[src/design/csr_map.vh]
`ifndef CSR_MAP_VH
`define CSR_MAP_VH
// Register offsets on the management port
`define CSR_ADDR_CHG_REG_STAT 8'h0b
`define CSR_ADDR_SRC_STAT 8'h0c
`define CSR_ADDR_THERM_STAT 8'h0d
`define CSR_ADDR_FAULT_STAT 8'h0e
`define CSR_ADDR_EVENT 8'h0f
// Field positions
`define CSR_BIT_ADC_DONE 7
`define CSR_BIT_CUR_LIM 6
`define CSR_BIT_VLIM 5
`define CSR_BIT_TREG 4
`define CSR_BIT_WDOG 3
`define CSR_BIT_PGOOD 7
`define CSR_BIT_MINSYS 0
`define CSR_BIT_OVP 7
`define CSR_BIT_TSHUT 6
`define CSR_BIT_BATOVP 5
`define CSR_BIT_TMR 4
`define CSR_BIT_PHASE_EVT 0
// Codes
`define CSR_PHASE_RESERVED 3'h7
`define CSR_ICO_RESERVED 2'h3
`define CSR_ZONE_NORMAL 3'h0
`define CSR_ZONE_WARM 3'h2
`define CSR_ZONE_COOL 3'h3
`define CSR_ZONE_COLD 3'h5
`define CSR_ZONE_HOT 3'h6
`define CSR_RESET_BYTE 8'h00
`endif

[src/design/csr_status_regs.v]
// Contract
// - Bit7 status1 shows single-shot conversion done; always 0 in continuous mode.
// - Bit6 status1 shows input current limit loop active, pin or register.
// - Bit5 status1 shows input voltage limit loop regulating.
// - Bit4 status1 shows die thermal regulation loop active.
// - Bit3 status1 shows host timeout timer expired.
// - Bits2:0 status1 phase codes idle, trickle, pre-charge, fast charge.
// - Phase codes taper, top-off, done; code 111 never reported.
// - Source codes weak, unknown, non-standard, OTG output mode.
// - Status2 bits2:1 optimizer disabled, searching, found; 11 reserved.
// - Status2 bit0 shows minimum system regulation active.
// - Thermistor zone codes normal, warm, cool, cold, hot; upper bits zero.
// - Fault bit7 shows input overvoltage protection active.
// - Fault bit6 shows thermal shutdown.
// - Fault bit5 shows battery above overvoltage threshold.
// - Fault bit4 shows safety timer expired.
// - All reserved bits read zero.
// - Any change between legal charge phase codes sets a sticky readable event flag.
`include "csr_map.vh"

module csr_status_regs (
  input wire clk,
  input wire reset,
  input wire adc_one_shot_done,
  input wire adc_continuous,
  input wire input_current_limit_active,
  input wire input_voltage_limit_active,
  input wire die_thermal_loop_active,
  input wire host_timeout_expired,
  input wire [2:0] charge_phase,
  input wire power_good_status,
  input wire [2:0] input_source_type,
  input wire [1:0] input_optimizer_state,
  input wire min_system_regulation_active,
  input wire [2:0] thermistor_zone,
  input wire input_overvoltage_status,
  input wire thermal_shutdown_status,
  input wire battery_overvoltage_status,
  input wire safety_timer_expired,
  input wire soft_reg_reset,
  input wire rd_en,
  input wire wr_en,
  input wire [7:0] addr,
  input wire [7:0] wdata,
  output reg [7:0] rdata,
  output reg charge_phase_change_event
);

  ////////////////////////////////////////////////////////////////
  // Two-stage synchronisers: the analog conditions are asynchronous
  localparam NB = 26;
  wire [NB-1:0] raw_in;
  reg [NB-1:0] meta_q;
  reg [NB-1:0] sync_q;

  assign raw_in = {
    adc_one_shot_done,
    adc_continuous,
    input_current_limit_active,
    input_voltage_limit_active,
    die_thermal_loop_active,
    host_timeout_expired,
    charge_phase,
    power_good_status,
    input_source_type,
    input_optimizer_state,
    min_system_regulation_active,
    thermistor_zone,
    input_overvoltage_status,
    thermal_shutdown_status,
    battery_overvoltage_status,
    safety_timer_expired,
    soft_reg_reset,
    rd_en,
    wr_en
  };

  always @(posedge clk) begin
    if (reset) begin
      meta_q <= {NB{1'b0}};
      sync_q <= {NB{1'b0}};
    end else begin
      meta_q <= raw_in;
      sync_q <= meta_q;
    end
  end

  wire s_adc_done = sync_q[25];
  wire s_adc_cont = sync_q[24];
  wire s_cur_lim = sync_q[23];
  wire s_vlim = sync_q[22];
  wire s_treg = sync_q[21];
  wire s_wdog = sync_q[20];
  wire [2:0] s_phase = sync_q[19:17];
  wire s_pgood = sync_q[16];
  wire [2:0] s_src = sync_q[15:13];
  wire [1:0] s_ico = sync_q[12:11];
  wire s_minsys = sync_q[10];
  wire [2:0] s_zone = sync_q[9:7];
  wire s_ovp = sync_q[6];
  wire s_tshut = sync_q[5];
  wire s_batovp = sync_q[4];
  wire s_tmr = sync_q[3];
  wire s_soft_rst = sync_q[2];
  wire s_rd = sync_q[1];

  ////////////////////////////////////////////////////////////////
  // Address passes the same two stages as the read strobe,
  // so both reach the decode on the same edge
  reg [7:0] addr_meta_q;
  reg [7:0] addr_sync_q;

  always @(posedge clk) begin
    if (reset) begin
      addr_meta_q <= 8'h00;
      addr_sync_q <= 8'h00;
    end else begin
      addr_meta_q <= addr;
      addr_sync_q <= addr_meta_q;
    end
  end

  wire [7:0] s_addr = addr_sync_q;

  ////////////////////////////////////////////////////////////////
  // Live status bytes
  reg [7:0] chg_reg_stat_q;
  reg [7:0] chg_reg_stat_d;
  reg [7:0] src_stat_q;
  reg [7:0] src_stat_d;
  reg [7:0] therm_stat_q;
  reg [7:0] therm_stat_d;
  reg [7:0] fault_stat_q;
  reg [7:0] fault_stat_d;
  reg [2:0] phase_q;
  reg [2:0] phase_d;
  reg [2:0] src_d;
  reg [1:0] ico_q;
  reg [1:0] ico_d;
  reg [2:0] zone_d;
  reg adc_done_d;

  ////////////////////////////////////////////////////////////////
  // Charge phase: legal codes pass, the reserved code keeps the
  // last legal phase so a pass through it is never shown
  always @* begin
    case (s_phase)
      3'h0: phase_d = 3'h0;
      3'h1: phase_d = 3'h1;
      3'h2: phase_d = 3'h2;
      3'h3: phase_d = 3'h3;
      3'h4: phase_d = 3'h4;
      3'h5: phase_d = 3'h5;
      3'h6: phase_d = 3'h6;
      default: phase_d = phase_q;
    endcase
  end

  // Continuous conversions never report done
  always @* begin
    if (s_adc_cont) begin
      adc_done_d = 1'b0;
    end else begin
      adc_done_d = s_adc_done;
    end
  end

  always @* begin
    chg_reg_stat_d = `CSR_RESET_BYTE;
    chg_reg_stat_d[`CSR_BIT_ADC_DONE] = adc_done_d;
    chg_reg_stat_d[`CSR_BIT_CUR_LIM] = s_cur_lim;
    chg_reg_stat_d[`CSR_BIT_VLIM] = s_vlim;
    chg_reg_stat_d[`CSR_BIT_TREG] = s_treg;
    chg_reg_stat_d[`CSR_BIT_WDOG] = s_wdog;
    chg_reg_stat_d[2:0] = phase_d;
  end

  ////////////////////////////////////////////////////////////////
  // Input source: all eight codes are legal and pass unchanged
  always @* begin
    case (s_src)
      3'h0: src_d = 3'h0;
      3'h1: src_d = 3'h1;
      3'h2: src_d = 3'h2;
      3'h3: src_d = 3'h3;
      3'h4: src_d = 3'h4;
      3'h5: src_d = 3'h5;
      3'h6: src_d = 3'h6;
      default: src_d = 3'h7;
    endcase
  end

  // The reserved optimizer code keeps the last reported state
  always @* begin
    case (s_ico)
      2'h0: ico_d = 2'h0;
      2'h1: ico_d = 2'h1;
      2'h2: ico_d = 2'h2;
      default: ico_d = ico_q;
    endcase
  end

  always @* begin
    src_stat_d = `CSR_RESET_BYTE;
    src_stat_d[`CSR_BIT_PGOOD] = s_pgood;
    src_stat_d[6:4] = src_d;
    src_stat_d[2:1] = ico_d;
    src_stat_d[`CSR_BIT_MINSYS] = s_minsys;
  end

  ////////////////////////////////////////////////////////////////
  // Thermistor zone: codes without a zone read as normal
  always @* begin
    case (s_zone)
      `CSR_ZONE_WARM: zone_d = `CSR_ZONE_WARM;
      `CSR_ZONE_COOL: zone_d = `CSR_ZONE_COOL;
      `CSR_ZONE_COLD: zone_d = `CSR_ZONE_COLD;
      `CSR_ZONE_HOT: zone_d = `CSR_ZONE_HOT;
      default: zone_d = `CSR_ZONE_NORMAL;
    endcase
  end

  always @* begin
    therm_stat_d = {5'h00, zone_d};
  end

  ////////////////////////////////////////////////////////////////
  // Fault byte; the low nibble is reserved
  always @* begin
    fault_stat_d = `CSR_RESET_BYTE;
    fault_stat_d[`CSR_BIT_OVP] = s_ovp;
    fault_stat_d[`CSR_BIT_TSHUT] = s_tshut;
    fault_stat_d[`CSR_BIT_BATOVP] = s_batovp;
    fault_stat_d[`CSR_BIT_TMR] = s_tmr;
  end

  ////////////////////////////////////////////////////////////////
  // Only the power-on reset clears these; soft reset and writes are ignored
  always @(posedge clk) begin
    if (reset) begin
      chg_reg_stat_q <= `CSR_RESET_BYTE;
      src_stat_q <= `CSR_RESET_BYTE;
      therm_stat_q <= `CSR_RESET_BYTE;
      fault_stat_q <= `CSR_RESET_BYTE;
      phase_q <= 3'h0;
      ico_q <= 2'h0;
    end else begin
      chg_reg_stat_q <= chg_reg_stat_d;
      src_stat_q <= src_stat_d;
      therm_stat_q <= therm_stat_d;
      fault_stat_q <= fault_stat_d;
      phase_q <= phase_d;
      ico_q <= ico_d;
    end
  end

  ////////////////////////////////////////////////////////////////
  // Sticky phase-change event, cleared by reading the event byte
  reg rd_d1_q;
  reg evt_d;
  reg [7:0] rd_mux_d;
  wire rd_pulse = s_rd & ~rd_d1_q;
  // Compared before the phase register moves, so every legal step counts
  wire phase_changed = phase_d != phase_q;
  wire evt_read = rd_pulse && (s_addr == `CSR_ADDR_EVENT);

  // Set beats clear so a change during the read is not lost
  always @* begin
    if (phase_changed) begin
      evt_d = 1'b1;
    end else if (evt_read || s_soft_rst) begin
      evt_d = 1'b0;
    end else begin
      evt_d = charge_phase_change_event;
    end
  end

  always @(posedge clk) begin
    if (reset) begin
      rd_d1_q <= 1'b0;
      charge_phase_change_event <= 1'b0;
    end else begin
      rd_d1_q <= s_rd;
      charge_phase_change_event <= evt_d;
    end
  end

  ////////////////////////////////////////////////////////////////
  // Read port; writes never reach the status bytes
  always @* begin
    case (s_addr)
      `CSR_ADDR_CHG_REG_STAT: rd_mux_d = chg_reg_stat_q;
      `CSR_ADDR_SRC_STAT: rd_mux_d = src_stat_q;
      `CSR_ADDR_THERM_STAT: rd_mux_d = therm_stat_q;
      `CSR_ADDR_FAULT_STAT: rd_mux_d = fault_stat_q;
      `CSR_ADDR_EVENT: rd_mux_d = {7'h00, charge_phase_change_event};
      default: rd_mux_d = `CSR_RESET_BYTE;
    endcase
  end

  // Data holds between reads so a slow host may sample late
  always @(posedge clk) begin
    if (reset) begin
      rdata <= `CSR_RESET_BYTE;
    end else if (rd_pulse) begin
      rdata <= rd_mux_d;
    end
  end

endmodule // csr_status_regs

[config.mk]
export PLATFORM = sky130hd
export DESIGN_NAME = csr_status_regs
export DESIGN_NICKNAME = d
export VERILOG_FILES = /design/src/design/csr_status_regs.v
export VERILOG_INCLUDE_DIRS = /design/src /design/src/design
export SDC_FILE = /design/constraint.sdc
export NUM_CORES = 1
export LEC_CHECK = 0
export BUFFER_PORTS_ARGS = -buffer_cell sky130_fd_sc_hd__buf_2
export CAP_MARGIN = 20
export CORE_MARGIN = 1
export CORE_UTILIZATION = 55
export CTS_BUF_LIST = sky130_fd_sc_hd__clkbuf_4
export DETAILED_ROUTE_END_ITERATION = 12
export GPL_TIMING_DRIVEN = 1
export PLACE_DENSITY_LB_ADDON = 0.12
export SYNTH_ARGS = -nofsm -noshare
export SYNTH_HDL_FRONTEND = slang
export SYNTH_SLANG_ARGS = --single-unit
[constraint.sdc]
create_clock -name clk -period 3.6 [get_ports clk]
set_input_delay 0.9 -clock clk [delete_from_list [all_inputs] [get_ports clk]]
set_output_delay 0.9 -clock clk [all_outputs]
set_load 0.05 [all_outputs]
Word-level counts from Yosys, hierarchy flattened --
Index checks and enable logic that the tools add are counted.
Storage, ports and cells: bits in registers 115, input port bits 44
Operators by class: multiplexer cells 7, bitwise operators 2, reductions and logical operators 7, equal/unequal tests 24
Operators by type and width (number):
- $pmux 3 s7 | 2
- $eq 8x4->1 const B | 5
- $pmux 8 s5 | 1
- $eq 3x3->1 const B | 8
- $eq 3x2->1 const B | 6
- $pmux 3 s4 | 1
- $eq 3x1->1 const B | 2
- $logic_not 3->1 | 2
- $pmux 2 s3 | 1
- $ne 3x3->1 | 1
- $eq 2x1->1 const B | 1
- $eq 2x2->1 const B | 1
- $logic_not 2->1 | 1
- $mux 1 | 2
- $reduce_bool 2->1 | 1
- $reduce_or 2->1 | 1
- $and 1x1->1 | 1
- $logic_and 1x1->1 | 1
- $logic_or 1x1->1 | 1
- $not 1->1 | 1

Depth between registers and ports, before layout --
depth in word-level cells 6, mapped depth 6, depth with buffers taken out 5

Least setup slack after synthesis --
OpenSTA, ideal clock, no wires.
path kind input to register, from input port reset, to register (tool-made name), setup time 131 ps, path slack 1716 ps, required time 3469 ps, arrival 1753 ps, cell stages on the path 4, cell sequence clkbuf_1 clkbuf_1 clkbuf_1 nor3b_1
RTL lines:
- from (decl) | line csr_status_regs.v:23 | input wire reset,

Worst setup path in the final report --
from register charge_phase_change_event, to output port charge_phase_change_event
RTL lines:
- from (decl) | line csr_status_regs.v:46 | output reg charge_phase_change_event
- from (signal assigned) | line csr_status_regs.v:284 | charge_phase_change_event <= evt_d;
No word-level cell between the ends.

==> flow_summary.ini <==
[flow_run]
maxCapViolCount = 0

[pwr]
finalPower_mw = 1.76
power.leakage_nw = 1.38
peakVddDrop_v = 0.000296
p_per_area_nw_per_um2 = 514

[global_route]
grt_pass1_vias = 1598
antenna_found_initial = 0
grt_usage = 0.150
grt-ovfl-total = 0
grt_first_pass_wirelength_microns = 6710
grt_max_degree = 99

[clocking]
cts_hold_buf = 0
clk_pin_slew_worst_paths_ns = 0.12
cts.sinks = 98
clockBufferDepth = 2
clock_latency_ns = 0.41
htree_levels = 3
ctsResizeCount = 0
root_buffer = clkbuf_4
post_cts_buffers = 0
cts-buffers-inserted = 9
cts_tree = built

[worst_setup_path]
cp_top_family = flip-flops
cp_max_fo = 3
crit_type = flop to output port
cp.required_ns = 2.70
max_stage_delay_ns = 0.38
rr_worst_depth = 5
crit_path_end_kind = output port
cp.arrival_ns = 1.06
rr_startpoint = addr_sync_q[5]
slowest_stage = dfxtp_1
timing.rr.end = charge_phase_change_event
cp.buffers_inverters = 1
rrSetupSlack_ns = 1.93
start_kind = flop
worstPathCellList = buf_2

[final_layout]
areaGrowthSynthToFinish_pct = 12.4
antenna_cells = 0
layout-drive-gt1-share = 0.195
fin_cells = 383
multi_input_area_sq_um = 1020
fill_cells = 435
nets = 354
postLayoutCoreUtil = 0.654
final_area_sq_um = 3420
regArea_sq_um = 1960

[logic_synthesis]
yosysSeqAreaShare = 0.644
yosysWarnings = 0
synth_top_area_frac = 0.644
synth.area.top_cells = dfxtp_1, nor2b_1, nor3b_1, a22oi_1, a22o_1
synth_area_sq_um = 3050
synth_nets = 314
ys_ff_latch = 98
syn_inst = 270
synth_cell_types = 29
synth_top_area_cell = dfxtp_1
avgSynthCellArea_sq_um = 11.3

[sta]
setup-violations-final = 0
hold_viol_final = 0
slew_headroom = 0.411
finalCritPeriodShare = 0.543
drv_slew = 0
rsz0062_at_grt = no
fmax_mhz = 511
final.min_clock_period_ns = 1.96
clock_skew_ns = 0.00688
finalSetupTns_ns = 0
tightest_slew_ns = 0.883

[placement]
dp_cells = 369
dp_hpwl_microns = 2550
gp_congestion = 0.740
io_buffers = 43
place_area_sq_um = 3300

[drt]
vias = 1771
wirelength_microns = 4060
first_iter_violations = 70
antenna_left = 0
drc_errors = 0
avgViaCountPerCell = 4.62
post_drt_wl_per_cell_microns = 10.6
dr.pass1.iters = 4

[floorplan]
rows = 26
pin_count = 53
core_sq_um = 5240
die_height_microns = 76.4
initial_core_util = 0.582
die_x_microns = 76.4
dieArea_sq_um = 5840

[worst_hold_path]
hold_path_class = flop to flop
min_path_cells = 1
min_from = sync_q[24]
hold-path-endpoint = chg_reg_stat_q[7]

[outcome]
run_status = finished clean
-- metrics by stage --
stage / hold WS [ns] / setup WS, ns
3_3_place_gp: 0.393 / 1.61
4_1_cts: 0.419 / 1.61
3_5_place_dp: 0.395 / 1.60
2_1_floorplan: 0.373 / 1.72
6_report: 0.418 / 1.64
5_1_grt: 0.439 / 1.58
-- sequential cells by signal (all words and copies together), names as in the netlist, named ones only --
name and flops:
addr_meta_q 8, addr_sync_q 8, charge_phase_change_event 1, chg_reg_stat_q 8, fault_stat_q 4, meta_q 25
rd_d1_q 1, rdata 8, src_stat_q 5, sync_q 25, therm_stat_q 3
-- how the worst max path moves through the flow --
stage                                    from                         to  slack [ns]  cells after the start
CTS                 charge_phase_change_event  charge_phase_change_event        1.61                      1
global placement                        reset            therm_stat_q[0]        1.61                      3
detailed placement                      reset            therm_stat_q[2]        1.60                      3
floorplan                               reset                       flop        1.72                      4
global route        charge_phase_change_event  charge_phase_change_event        1.58                      1
finish              charge_phase_change_event  charge_phase_change_event        1.64                      1
-- placed cells by master, fill, tap and decap left out, types with 2 or more instances in the layout --
cell type	n
nor2b_1	84
nor2_1	13
a22o_1	6
a31oi_1	2
nor3_1	3
a21oi_1	3
o2bb2ai_1	4
mux2i_1	4
nand2b_1	2
clkbuf_4	11
nand2_1	5
inv_1	2
dfxtp_1	98
buf_2	43
a22oi_1	7
xnor2_1	2
nor3b_1	8
-- report_power, final --
group / switching, mW / total, mW / internal, mW / leakage [nW]
Clock: 0.314 / 0.534 / 0.220 / 0.0688
Sequential: 0.0166 / 1.14 / 1.13 / 0.806
Combinational: 0.0391 / 0.0844 / 0.0452 / 0.507
Total: 0.370 / 1.76 / 1.39 / 1.38
-- cell families after synthesis --
kind of cell	Yosys count	share of synthesized area
xor gates and xnor gates	3	0.00862
DFF	98	0.644
muxes	5	0.0168
buffers and inverters	17	0.0218
AOI/OAI and AO/OA	27	0.0677
and+or+nand+nor	120	0.241
-- synthesized netlist by cell type --
cell and instances:
a211oi_1 1, a21o_1 1, a21oi_1 3, a22o_1 6, a22oi_1 7, a31oi_1 2, a32oi_1 1, buf_2 2
clkbuf_1 13, dfxtp_1 98, inv_1 2, mux2_2 1, mux2i_1 4, nand2_1 5, nand2b_1 2, nand3b_1 1
nand4_1 1, nor2_1 13, nor2b_1 84, nor3_1 3, nor3b_1 8, nor4_1 1, nor4_4 1, o21ai_0 1
o2bb2ai_1 4, o32a_1 1, or4b_4 1, xnor2_1 2, xor2_1 1
-- area by class of cell --
class                      instances  share of cell area
clock buffer                      11              0.0241
clock inverter                     3              0.0124
inverter                           2             0.00219
multi-input combinational        155               0.298
sequential                        98               0.573
tap                               70              0.0256
timing repair buffer              44              0.0650
-- routing by layer --
| metal | up-vias | share of wire | GRT usage |
|---|---|---|---|
| li1 | 954 | - | - |
| met1 | 763 | 0.51 | 0.175 |
| met2 | 42 | 0.42 | 0.238 |
| met3 | 12 | 0.039 | 0.0359 |
| met4 | 0 | 0.030 | 0.113 |
| met5 | - | 0 | 0 |
No activity file was read; power rests on OpenSTA's default activity.
